===== config.mk =====
export PLATFORM = sky130hd
export DESIGN_NAME = asspi_port
export DESIGN_NICKNAME = d
export VERILOG_FILES = /design/src/hw/asspi_pkg.sv /design/src/hw/asspi_sync_if.sv /design/src/hw/asspi_crc.sv /design/src/hw/asspi_port.sv /design/src/hw/asspi_sync.sv
export SDC_FILE = /design/constraint.sdc
export NUM_CORES = 1
export LEC_CHECK = 0
export BUFFER_PORTS_ARGS = -buffer_cell sky130_fd_sc_hd__buf_2
export CORE_MARGIN = 2
export CORE_UTILIZATION = 55
export DETAILED_ROUTE_END_ITERATION = 10
export PLACE_DENSITY = 0.81
export SYNTH_ARGS = -nofsm -noshare
export SYNTH_HDL_FRONTEND = slang
export SYNTH_SLANG_ARGS = --single-unit

===== constraint.sdc =====
create_clock -name clk -period 6.85 [get_ports clk]
set_input_delay 1.37 -clock clk [delete_from_list [all_inputs] [get_ports clk]]
set_output_delay 1.37 -clock clk [all_outputs]
set_load 0.02 [all_outputs]

===== src/hw/asspi_pkg.sv =====
/*
 * Constants shared by the angle sensor SPI register port: register
 * byte addresses, command codes, frame lengths and timing counts.
 * Assumes a 10 MHz system clock.
 */
package asspi_pkg;

   // ----------------------------------------------------------------
   // Register byte addresses (6-bit, even = high byte)
   // ----------------------------------------------------------------
   localparam logic [5:0] ADDR_EWDH = 6'h04;
   localparam logic [5:0] ADDR_EWDL = 6'h06;
   localparam logic [5:0] ADDR_EXT_ADDR = 6'h0A;
   localparam logic [5:0] ADDR_EXT_RD = 6'h0C;
   localparam logic [5:0] ADDR_CTRL = 6'h1E;
   localparam logic [5:0] ADDR_STATUS = 6'h20;
   localparam logic [5:0] ADDR_WARN = 6'h22;
   localparam logic [5:0] ADDR_TD_HIGH = 6'h36;
   localparam logic [5:0] ADDR_TD_LOW = 6'h38;

   // ----------------------------------------------------------------
   // Control command codes and trigger key
   // ----------------------------------------------------------------
   localparam logic [3:0] CMD_TRESET = 4'h1;
   localparam logic [3:0] CMD_LOAD = 4'h3;
   localparam logic [3:0] CMD_TRANSPORT = 4'h6;
   localparam logic [3:0] CMD_EXT_WR = 4'h8;
   localparam logic [3:0] CMD_EXT_RD = 4'h9;
   localparam logic [7:0] CMD_KEY = 8'h46;

   // ----------------------------------------------------------------
   // Frame layout and lengths
   // ----------------------------------------------------------------
   localparam int CMD_LEAD_BIT = 15;
   localparam int CMD_RW_BIT = 14;
   localparam int CMD_ADDR_LSB = 8;
   localparam int ADDR_W = 6;
   localparam int BYTE_W = 8;
   localparam int WORD_W = 16;
   localparam int CRC_W = 4;
   localparam int FRAME_W = 20;
   localparam logic [5:0] LEN_PLAIN = 6'h10;
   localparam logic [5:0] LEN_S17 = 6'h11;
   localparam logic [5:0] LEN_CRC = 6'h14;
   localparam logic [5:0] CNT_MAX = 6'h3F;
   localparam logic [3:0] CRC_PRESET = 4'hF;

   // ----------------------------------------------------------------
   // Turns register layout and flags
   // ----------------------------------------------------------------
   localparam int TD_W = 24;
   localparam int ANG_W = 12;
   localparam int LOAD_HI_W = 5;
   localparam int WARN_IER_BIT = 0;
   localparam int WARN_CRC_BIT = 1;
   localparam logic [2:0] SYNC_IDLE = 3'h6; // {sclk, cs_n, mosi}

   // ----------------------------------------------------------------
   // Timing
   // ----------------------------------------------------------------
   localparam int CLK_PERIOD_NS = 100;
   localparam int TM_LOW_US = 64;
   localparam int TM_LOW_CYC =
      (TM_LOW_US * 1000 + CLK_PERIOD_NS - 1) / CLK_PERIOD_NS;

endpackage : asspi_pkg


===== src/hw/asspi_sync_if.sv =====
/*
 * Synchronised SPI pin levels passed from the pin synchroniser to the
 * port logic. Assumes both ends share one clock.
 */
`timescale 1ns/1ps
`default_nettype none

interface asspi_sync_if;
   logic sclk_s;
   logic mosi_s;
   logic cs_n_s;
   modport src (output sclk_s, output mosi_s, output cs_n_s);
   modport dst (input sclk_s, input mosi_s, input cs_n_s);
endinterface : asspi_sync_if

`default_nettype wire


===== src/hw/asspi_crc.sv =====
/*
 * Combinational 4-bit CRC, x^4+x+1, preset all ones, MSB first.
 * Assumes a 16-bit payload.
 */
`timescale 1ns/1ps
`default_nettype none

module asspi_crc
   import asspi_pkg::*;
(
   input wire logic [15:0] data,
   output logic [3:0] crc
);
   // ---------------------------------------------------------------
   // Unrolled LFSR, one step per payload bit
   // ---------------------------------------------------------------
   always_comb begin
      logic [3:0] c;
      logic inv;
      c = CRC_PRESET;
      inv = 1'b0;
      for (int i = WORD_W - 1; i >= 0; i--) begin
         inv = data[i] ^ c[3];
         c = {c[2], c[1], c[0] ^ inv, inv};
      end
      crc = c;
   end
endmodule : asspi_crc

`default_nettype wire


===== src/hw/asspi_port.sv =====
/*
 * Angle sensor primary register port behind a mode 3 SPI slave, with
 * turns register load/reset, transport mode and indirect extended
 * access. Assumes nonvolatile settings, angle data and supply-line
 * writes arrive on clk; SPI pins are asynchronous.
 */
// Behaviour
// - Reset command clears turns counter
// - Rotation register writable only by indirect load
// - Code 0x3 plus key 0x46 loads rotation
// - Policy 0x: copy value, keep accumulating
// - Policy 1x: snap to nearest matching angle
// - Code 0x6 then inputs low 64us: transport
// - Any SPI input high leaves transport
// - Shipping disable blocks transport mode
// - Memory lock rejects all writes
// - Supply link disable ignores supply commands
// - Extended memory reached indirectly via registers
// - Four-wire mode 3 SPI slave
// - Frames 16, 20, or allowed 17 bits
// - Extra clocks raise warning, clean frames not
// - MOSI captured on SCLK rising edge
// - Read data returned in next frame
// - All-zero frame reads address 0 as 0
// - CRC x^4+x+1, preset ones, MSB first
// - CRC appended on MISO beyond 16 bits
// - Bad inbound CRC discards frame, warns
// - Even address reads whole word, odd byte only
`timescale 1ns/1ps
`default_nettype none

module asspi_port
   import asspi_pkg::*;
(
   input wire logic clk,
   input wire logic rst,
   input wire logic sclk,
   input wire logic mosi,
   input wire logic chip_select_n,
   output logic miso,
   output logic miso_oe,
   input wire logic system_stable,
   input wire logic [11:0] sensed_angle,
   input wire logic angle_step_valid,
   input wire logic [11:0] angle_step,
   input wire logic [1:0] start_policy,
   input wire logic extra_clock_frame_allow,
   input wire logic inbound_crc_enable,
   input wire logic supply_link_disable,
   input wire logic shipping_mode_disable,
   input wire logic nv_lock,
   input wire logic sl_wr_valid,
   input wire logic [5:0] sl_wr_addr,
   input wire logic [7:0] sl_wr_data,
   output logic ext_req,
   output logic ext_write,
   output logic [15:0] ext_addr,
   output logic [31:0] ext_wdata,
   input wire logic ext_done,
   input wire logic [15:0] ext_rdata,
   output logic transport_mode,
   output logic [23:0] turns_delta
);
   asspi_sync_if sy ();

   logic sclk_d_reg;
   logic cs_d_reg;
   logic [5:0] bit_cnt_reg;
   logic [15:0] cmd_reg;
   logic [3:0] crc_rx_reg;
   logic [19:0] tx_reg;
   logic [15:0] resp_reg;
   logic [15:0] ewdh_reg;
   logic [15:0] ewdl_reg;
   logic [15:0] ext_addr_reg;
   logic [15:0] ext_rd_reg;
   logic [3:0] special_reg;
   logic [1:0] warn_reg;
   logic [23:0] td_reg;
   logic [9:0] low_cnt_reg;
   logic tm_armed_reg;
   logic tm_reg;
   logic ext_req_reg;
   logic ext_write_reg;
   logic ext_busy_reg;

   // ---------------------------------------------------------------
   // Pin synchroniser and CRC units
   // ---------------------------------------------------------------
   asspi_sync u_sync (
      .clk(clk),
      .rst(rst),
      .sclk(sclk),
      .mosi(mosi),
      .chip_select_n(chip_select_n),
      .sy(sy.src)
   );

   wire [3:0] crc_tx;
   wire [3:0] crc_chk;
   asspi_crc u_crc_tx (.data(resp_reg), .crc(crc_tx));
   asspi_crc u_crc_rx (.data(cmd_reg), .crc(crc_chk));

   // ---------------------------------------------------------------
   // Edge and frame boundary detection
   // ---------------------------------------------------------------
   wire sclk_rise = sy.sclk_s & ~sclk_d_reg;
   wire sclk_fall = ~sy.sclk_s & sclk_d_reg;
   wire active = ~sy.cs_n_s;
   wire cs_fall = ~sy.cs_n_s & cs_d_reg;
   wire frame_end = sy.cs_n_s & ~cs_d_reg;

   always_ff @(posedge clk) begin
      if (rst) begin
         sclk_d_reg <= 1'b1;
         cs_d_reg <= 1'b1;
      end else begin
         sclk_d_reg <= sy.sclk_s;
         cs_d_reg <= sy.cs_n_s;
      end
   end

   // ---------------------------------------------------------------
   // Receive: bit counter and command/CRC capture
   // ---------------------------------------------------------------
   // Counter saturates so very long frames still read as too long
   always_ff @(posedge clk) begin
      if (rst) begin
         bit_cnt_reg <= 6'h00;
         cmd_reg <= 16'h0000;
         crc_rx_reg <= 4'h0;
      end else if (cs_fall) begin
         bit_cnt_reg <= 6'h00;
      end else if (sclk_rise && active) begin
         if (bit_cnt_reg != CNT_MAX) begin
            bit_cnt_reg <= bit_cnt_reg + 6'h01;
         end
         if (bit_cnt_reg < LEN_PLAIN) begin
            cmd_reg <= {cmd_reg[WORD_W-2:0], sy.mosi_s};
         end else if (bit_cnt_reg < LEN_CRC) begin
            crc_rx_reg <= {crc_rx_reg[CRC_W-2:0], sy.mosi_s};
         end
      end
   end

   // ---------------------------------------------------------------
   // Frame evaluation at chip select release
   // ---------------------------------------------------------------
   wire len_17 = (bit_cnt_reg == LEN_S17);
   wire len_ok = (bit_cnt_reg == LEN_PLAIN) ||
      (bit_cnt_reg == LEN_CRC) || (len_17 && extra_clock_frame_allow);
   wire too_many = (bit_cnt_reg > LEN_PLAIN) && !len_ok;
   wire crc_bad = inbound_crc_enable && (bit_cnt_reg >= LEN_CRC) &&
      (crc_rx_reg != crc_chk);
   // A set lead bit marks a malformed frame; it is dropped
   wire accepted = frame_end && len_ok && !crc_bad &&
      !cmd_reg[CMD_LEAD_BIT];
   wire is_write = cmd_reg[CMD_RW_BIT];
   wire spi_wr = accepted && is_write;
   wire rd_take = accepted && !is_write;
   wire [5:0] rd_addr = cmd_reg[CMD_ADDR_LSB+ADDR_W-1:CMD_ADDR_LSB];

   // ---------------------------------------------------------------
   // Write port: SPI first, then supply line
   // ---------------------------------------------------------------
   // Supply-line write loses a same-cycle collision with SPI
   wire sl_ok = sl_wr_valid && !supply_link_disable;
   wire wr_en = (spi_wr || sl_ok) && !nv_lock;
   wire [5:0] wr_addr = spi_wr ? rd_addr : sl_wr_addr;
   wire [7:0] wr_data = spi_wr ? cmd_reg[BYTE_W-1:0] : sl_wr_data;
   wire wr_hi = wr_en && !wr_addr[0];
   wire wr_lo = wr_en && wr_addr[0];
   wire [4:0] wr_word = wr_addr[ADDR_W-1:1];

   wire hit_ewdh = (wr_word == ADDR_EWDH[ADDR_W-1:1]);
   wire hit_ewdl = (wr_word == ADDR_EWDL[ADDR_W-1:1]);
   wire hit_exta = (wr_word == ADDR_EXT_ADDR[ADDR_W-1:1]);
   wire hit_ctrl = (wr_word == ADDR_CTRL[ADDR_W-1:1]);

   // Key byte (even) fires the command already held in the odd byte
   wire fire = wr_hi && hit_ctrl && (wr_data == CMD_KEY);
   wire cmd_load = fire && (special_reg == CMD_LOAD);
   wire cmd_treset = fire && (special_reg == CMD_TRESET);
   wire cmd_ext_wr = fire && (special_reg == CMD_EXT_WR);
   wire cmd_ext_rd = fire && (special_reg == CMD_EXT_RD);
   wire tm_arm = wr_lo && hit_ctrl &&
      (wr_data[CRC_W-1:0] == CMD_TRANSPORT);

   // Extended write data and address registers, byte writable
   always_ff @(posedge clk) begin
      if (rst) begin
         ewdh_reg <= 16'h0000;
         ewdl_reg <= 16'h0000;
         ext_addr_reg <= 16'h0000;
         special_reg <= 4'h0;
      end else begin
         if (wr_hi && hit_ewdh) ewdh_reg[15:8] <= wr_data;
         if (wr_lo && hit_ewdh) ewdh_reg[7:0] <= wr_data;
         if (wr_hi && hit_ewdl) ewdl_reg[15:8] <= wr_data;
         if (wr_lo && hit_ewdl) ewdl_reg[7:0] <= wr_data;
         if (wr_hi && hit_exta) ext_addr_reg[15:8] <= wr_data;
         if (wr_lo && hit_exta) ext_addr_reg[7:0] <= wr_data;
         if (wr_lo && hit_ctrl) special_reg <= wr_data[CRC_W-1:0];
      end
   end

   // ---------------------------------------------------------------
   // Turns register: reset, indirect load, accumulation
   // ---------------------------------------------------------------
   // No write address decodes to the turns register, so it is never
   // written directly
   wire [23:0] load_val = {{(TD_W-WORD_W-LOAD_HI_W){ewdh_reg[4]}},
      ewdh_reg[LOAD_HI_W-1:0], ewdl_reg};
   wire [11:0] snap_diff = sensed_angle - load_val[ANG_W-1:0];
   wire [23:0] td_snap = load_val +
      {{(TD_W-ANG_W){snap_diff[ANG_W-1]}}, snap_diff};
   wire [23:0] td_step = td_reg +
      {{(TD_W-ANG_W){angle_step[ANG_W-1]}}, angle_step};
   wire [23:0] td_clr = {{(TD_W-ANG_W){1'b0}}, td_reg[ANG_W-1:0]};
   wire [23:0] td_load = start_policy[1] ? td_snap : load_val;
   wire [23:0] td_next = cmd_treset ? td_clr :
      cmd_load ? td_load :
      angle_step_valid ? td_step : td_reg;

   always_ff @(posedge clk) begin
      if (rst) td_reg <= 24'h000000;
      else td_reg <= td_next;
   end

   // ---------------------------------------------------------------
   // Extended memory request handshake
   // ---------------------------------------------------------------
   always_ff @(posedge clk) begin
      if (rst) begin
         ext_req_reg <= 1'b0;
         ext_write_reg <= 1'b0;
         ext_busy_reg <= 1'b0;
         ext_rd_reg <= 16'h0000;
      end else begin
         ext_req_reg <= cmd_ext_wr || cmd_ext_rd;
         if (cmd_ext_wr || cmd_ext_rd) ext_write_reg <= cmd_ext_wr;
         if (cmd_ext_wr || cmd_ext_rd) ext_busy_reg <= 1'b1;
         else if (ext_done) ext_busy_reg <= 1'b0;
         if (ext_done) ext_rd_reg <= ext_rdata;
      end
   end

   // ---------------------------------------------------------------
   // Warning flags: set wins over clear-on-read
   // ---------------------------------------------------------------
   wire warn_rd = rd_take && (rd_addr[ADDR_W-1:1] ==
      ADDR_WARN[ADDR_W-1:1]);
   wire set_ier = frame_end && too_many;
   wire set_crc = frame_end && crc_bad;

   always_ff @(posedge clk) begin
      if (rst) warn_reg <= 2'h0;
      else begin
         warn_reg[WARN_IER_BIT] <= set_ier ||
            (warn_reg[WARN_IER_BIT] && !warn_rd);
         warn_reg[WARN_CRC_BIT] <= set_crc ||
            (warn_reg[WARN_CRC_BIT] && !warn_rd);
      end
   end

   // ---------------------------------------------------------------
   // Read multiplexer and pipelined response
   // ---------------------------------------------------------------
   wire [4:0] rd_word = rd_addr[ADDR_W-1:1];
   wire [15:0] status_w = {13'h0000, ext_busy_reg, tm_armed_reg,
      system_stable};
   wire [15:0] word_sel =
      (rd_word == ADDR_EWDH[ADDR_W-1:1]) ? ewdh_reg :
      (rd_word == ADDR_EWDL[ADDR_W-1:1]) ? ewdl_reg :
      (rd_word == ADDR_EXT_ADDR[ADDR_W-1:1]) ? ext_addr_reg :
      (rd_word == ADDR_EXT_RD[ADDR_W-1:1]) ? ext_rd_reg :
      (rd_word == ADDR_CTRL[ADDR_W-1:1]) ? {12'h000, special_reg} :
      (rd_word == ADDR_STATUS[ADDR_W-1:1]) ? status_w :
      (rd_word == ADDR_WARN[ADDR_W-1:1]) ? {14'h0000, warn_reg} :
      (rd_word == ADDR_TD_HIGH[ADDR_W-1:1]) ?
         {4'h0, td_reg[TD_W-1:ANG_W]} :
      (rd_word == ADDR_TD_LOW[ADDR_W-1:1]) ?
         {4'h0, td_reg[ANG_W-1:0]} :
      16'h0000;
   wire [15:0] rd_value = rd_addr[0] ?
      {8'h00, word_sel[BYTE_W-1:0]} : word_sel;

   // Writes answer zero next frame; host discards that
   always_ff @(posedge clk) begin
      if (rst) resp_reg <= 16'h0000;
      else if (accepted) resp_reg <= rd_take ? rd_value : 16'h0000;
   end

   // ---------------------------------------------------------------
   // Transmit shifter, shifted on falling SCLK after first bit
   // ---------------------------------------------------------------
   // First bit stands from chip select fall, before any clock
   always_ff @(posedge clk) begin
      if (rst) tx_reg <= 20'h00000;
      else if (cs_fall) tx_reg <= {resp_reg, crc_tx};
      else if (sclk_fall && active && bit_cnt_reg != 6'h00) begin
         tx_reg <= {tx_reg[FRAME_W-2:0], 1'b0};
      end
   end

   assign miso = tx_reg[FRAME_W-1];
   assign miso_oe = active;

   // ---------------------------------------------------------------
   // Transport mode: armed by command, entered on long idle
   // ---------------------------------------------------------------
   wire any_high = sy.sclk_s || sy.mosi_s || sy.cs_n_s;
   wire low_done = (low_cnt_reg == 10'(TM_LOW_CYC));

   always_ff @(posedge clk) begin
      if (rst || any_high) low_cnt_reg <= 10'h000;
      else if (!low_done) low_cnt_reg <= low_cnt_reg + 10'h001;
   end

   always_ff @(posedge clk) begin
      if (rst) begin
         tm_armed_reg <= 1'b0;
         tm_reg <= 1'b0;
      end else begin
         if (tm_arm && !shipping_mode_disable) tm_armed_reg <= 1'b1;
         else if (tm_reg && any_high) tm_armed_reg <= 1'b0;
         if (any_high) tm_reg <= 1'b0;
         else if (tm_armed_reg && low_done && !shipping_mode_disable)
            tm_reg <= 1'b1;
      end
   end

   assign transport_mode = tm_reg;
   assign turns_delta = td_reg;
   assign ext_req = ext_req_reg;
   assign ext_write = ext_write_reg;
   assign ext_addr = ext_addr_reg;
   assign ext_wdata = {ewdh_reg, ewdl_reg};
endmodule : asspi_port

`default_nettype wire


===== src/hw/asspi_sync.sv =====
/*
 * Two-flop synchroniser for the three SPI input pins.
 * Assumes the pins are asynchronous to clk.
 */
`timescale 1ns/1ps
`default_nettype none

module asspi_sync
   import asspi_pkg::*;
(
   input wire logic clk,
   input wire logic rst,
   input wire logic sclk,
   input wire logic mosi,
   input wire logic chip_select_n,
   asspi_sync_if.src sy
);
   logic [2:0] s1_reg;
   logic [2:0] s2_reg;

   // ---------------------------------------------------------------
   // Pin synchronisers, reset to idle bus levels
   // ---------------------------------------------------------------
   always_ff @(posedge clk) begin
      if (rst) begin
         s1_reg <= SYNC_IDLE;
         s2_reg <= SYNC_IDLE;
      end else begin
         s1_reg <= {sclk, chip_select_n, mosi};
         s2_reg <= s1_reg;
      end
   end

   // Only the second stage is visible to the port logic
   assign sy.sclk_s = s2_reg[2];
   assign sy.cs_n_s = s2_reg[1];
   assign sy.mosi_s = s2_reg[0];
endmodule : asspi_sync

`default_nettype wire


==> impl_results.md <==
* Static Leak at 5.17 nW
* Vias/cell at 6.08
* RSZ-0062 raised after global routing: false
* Synth Net Count at 1,427
* Syn-to-layout area delta at 12.7%
* Avg WL per Cell at 18.8 um
* Drt first pass iters at 7
* CP arrival at 6.05 ns
* Post-synthesis register bit count at 179
* Final setup fails at 0
* Seq. cell area at 0.00358 mm2
* # clock sinks at 179
* 1st-iter DRT viols at 1,067
* Input/output buffers at 145
* Crit path buffers/inverters at 2
* Seq/Total Area, Yosys at 0.322
* Relative slew slack at 0.193
* Post-detailed-placement half-perimeter wirelength at 23,300 um
* Synth Flop Type: dfxtp_1
* Fin area at 0.0126 mm2
* Post-cts hold buffer count at 0
* Die width at 146 um
* Clock Latency Late Sink at 0.44 ns
* Post-Place Cells at 1,646
* Tot Pwr at 2.54 mW
* Hold WC Path Type: flop to flop
* Die Height at 146 um
* Post-Syn Area at 0.0111 mm2
* Die area at 0.0214 mm2
* CTS max path bufs at 2
* Setup TNS at 0 ns
* Vias at 10,200
* Post-CTS setup buffers at 0
* Standard-cell rows at 52
* CP max FO at 10
* Total CTS buffers at 17
* First-pass GRT wire length at 49,600 um
* Multi-input gate area at 0.00708 mm2
* Core Area at 0.0200 mm2
* Mean Syn Cell Area at 8.59 um2
* Fin Clk Skew at 0.00764 ns
* Ports at 147
* Worst VDD drop at 0.185 mV
* CP cell instances: buf_2 > ha_1 > a21o_1 > a21oi_1 > o21bai_1 > a21oi_1 > o21ai_0 > a21oi_1 > o21bai_1 > a21o_1 > a2111o_1 > o211ai_1 > buf_4 > ha_1 > a211o_1 > a311oi_1 > a21oi_1 > o21a_1 > o31a_1 > o221ai_1 > a21oi_1 > a311oi_1
* Initial antenna violation count at 0
* Min Tclk post-route at 5.71 ns
* Critical path launch point type: input port
* Crit. End Element: flop
* PostCTS Resize Cnt at 0
* Max Freq at 175 MHz
* Vias in the first global route at 9,509
* CP max stage delay at 0.41 ns
* Clock Pin Slew Worst Setup and Hold Paths at 0.07 ns
* Final hold violations at 0
* Number of synthesized flops with an enable pin at 0
* H-tree depth at 4
* Nets at 1,526
* Synthesized instance count at 1,296
* Global route overflow at 0
* CTS tree: built
* Routability cong. at 0.930
* Asr flop ratio synth at 0
* # Max-Cap Violations at 0
* Yosys cell types at 79
* WL final at 31,600 um
* ANT nets after route at 0
* Slowest cell on the critical path: a2111o_1
* Post-Place Cell Area at 0.0120 mm2
* Final Cycle Share at 0.834
* Yosys Warn Count at 0
* Largest net degree at the start of global routing at 88
* Slew @ Worst Pin at 1.21 ns
* Crit path max-delay family: compound AO/OA/AOI/OAI gates
* Final non-filler cell total at 1,678
* Hold slack at 0.413 ns
* Crit Path Category: input port to flop
* Filler cells at 1,771
* DRC Markers at 0
* CTS Root Cell: clkbuf_16
* Total GRT Usage at 0.290
* Flip-flop count of the largest register after layout at 24
* PD cells at 203 mW/mm2
* Status: finished clean
* Antenna diodes at 0
* WP data required at 7.19 ns
* Final Slew Violations at 0
* Most used cell, CP: a21oi_1
* Initial Utilization at 0.556
* Layout cells sized above 1 at 0.166
[logic make-up after synthesis]
| kind of cell | after synthesis | share of synthesized area |
|---|---|---|
| simple gates | 401 | 0.169 |
| mux | 106 | 0.0967 |
| flops | 179 | 0.322 |
| buf+inv | 120 | 0.0443 |
| compound gates | 333 | 0.214 |
| fa+ha+maj | 61 | 0.0706 |
| xor+xnor | 96 | 0.0829 |
[synth_stat cells (all sizes together) (6+ instances only)]
| cell type | instances | area, um2 |
|---|---|---|
| a2111o | 7 | 78.8 |
| a211o | 8 | 70.1 |
| a211oi | 86 | 646 |
| a21o | 13 | 97.6 |
| a21oi | 71 | 367 |
| a222oi | 14 | 140 |
| a22oi | 7 | 57.6 |
| a31oi | 6 | 43.8 |
| buf | 16 | 98.8 |
| clkbuf | 57 | 218 |
| dfxtp | 179 | 3580 |
| ha | 58 | 726 |
| inv | 46 | 173 |
| mux2 | 12 | 135 |
| mux2i | 94 | 941 |
| nand2 | 81 | 304 |
| nand2b | 14 | 87.6 |
| nand3 | 19 | 95.1 |
| nor2 | 171 | 642 |
| nor2b | 18 | 113 |
| nor3 | 29 | 145 |
| nor4 | 8 | 50.1 |
| o211ai | 6 | 45.0 |
| o21a | 9 | 67.6 |
| o21ai | 53 | 265 |
| o21bai | 6 | 45.0 |
| o22ai | 12 | 138 |
| or2 | 16 | 100 |
| or3 | 10 | 72.6 |
| or4 | 6 | 45.0 |
| xnor2 | 61 | 534 |
| xnor3 | 6 | 135 |
| xor2 | 29 | 254 |
[path summary, 6_finish.rpt]
path                                  startpoint  cells after the start               end  slack (ns)
worst max-delay path             sensed_angle[1]                     22   turns_delta[21]        1.14
worst min-delay path            u_sync.s1_reg[1]                      1  u_sync.s2_reg[1]        0.41
worst min register to register  u_sync.s1_reg[1]                      1  u_sync.s2_reg[1]        0.41
worst max register to register       ewdl_reg[1]                     22   turns_delta[21]        1.47
[layer usage]
layer  wire length [um]  GRT usage
met4                858     0.0966
met3               2650     0.0469
met1              13100      0.376
met2              14900      0.494
met5                  0          0
[final cells by class]
cell class	instances	area share
inverters	47	0.0141
flip-flops and latches	179	0.285
clock inverters	14	0.0116
multi-input cells	997	0.564
clock buffers	18	0.0350
repair buffers	153	0.0628
well taps	270	0.0269
[cells in the final DEF (no fill, tap or decap), types with 9 or more instances in the layout]
cell / count
or2_2: 14
nand2_1: 81
nor3_1: 28
a211oi_1: 86
inv_1: 46
a21o_1: 13
clkbuf_16: 17
nor2_1: 171
mux2_2: 11
dfxtp_1: 179
o21a_1: 9
xnor2_1: 61
o22ai_2: 10
ha_1: 58
nand2b_1: 14
buf_2: 144
xor2_1: 29
buf_4: 9
a222oi_1: 14
nor2b_1: 18
mux2i_1: 94
o21ai_0: 51
nand3_1: 19
a21oi_1: 70
[power by group]
part	switching, mW	internal (mW)	total [mW]
Clock	0.447	0.522	0.969
Sequential	0.0493	1.08	1.13
Combinational	0.260	0.189	0.449
[stage by stage]
step	utilization	setup slack, ns
detailed placement	0.597	0.748
global placement	0.597	0.830
finish	0.626	1.14
CTS	0.626	1.16
floorplan	-	1.24
global route	0.626	0.730
Note: power is estimated with default switching activity, not from simulation.
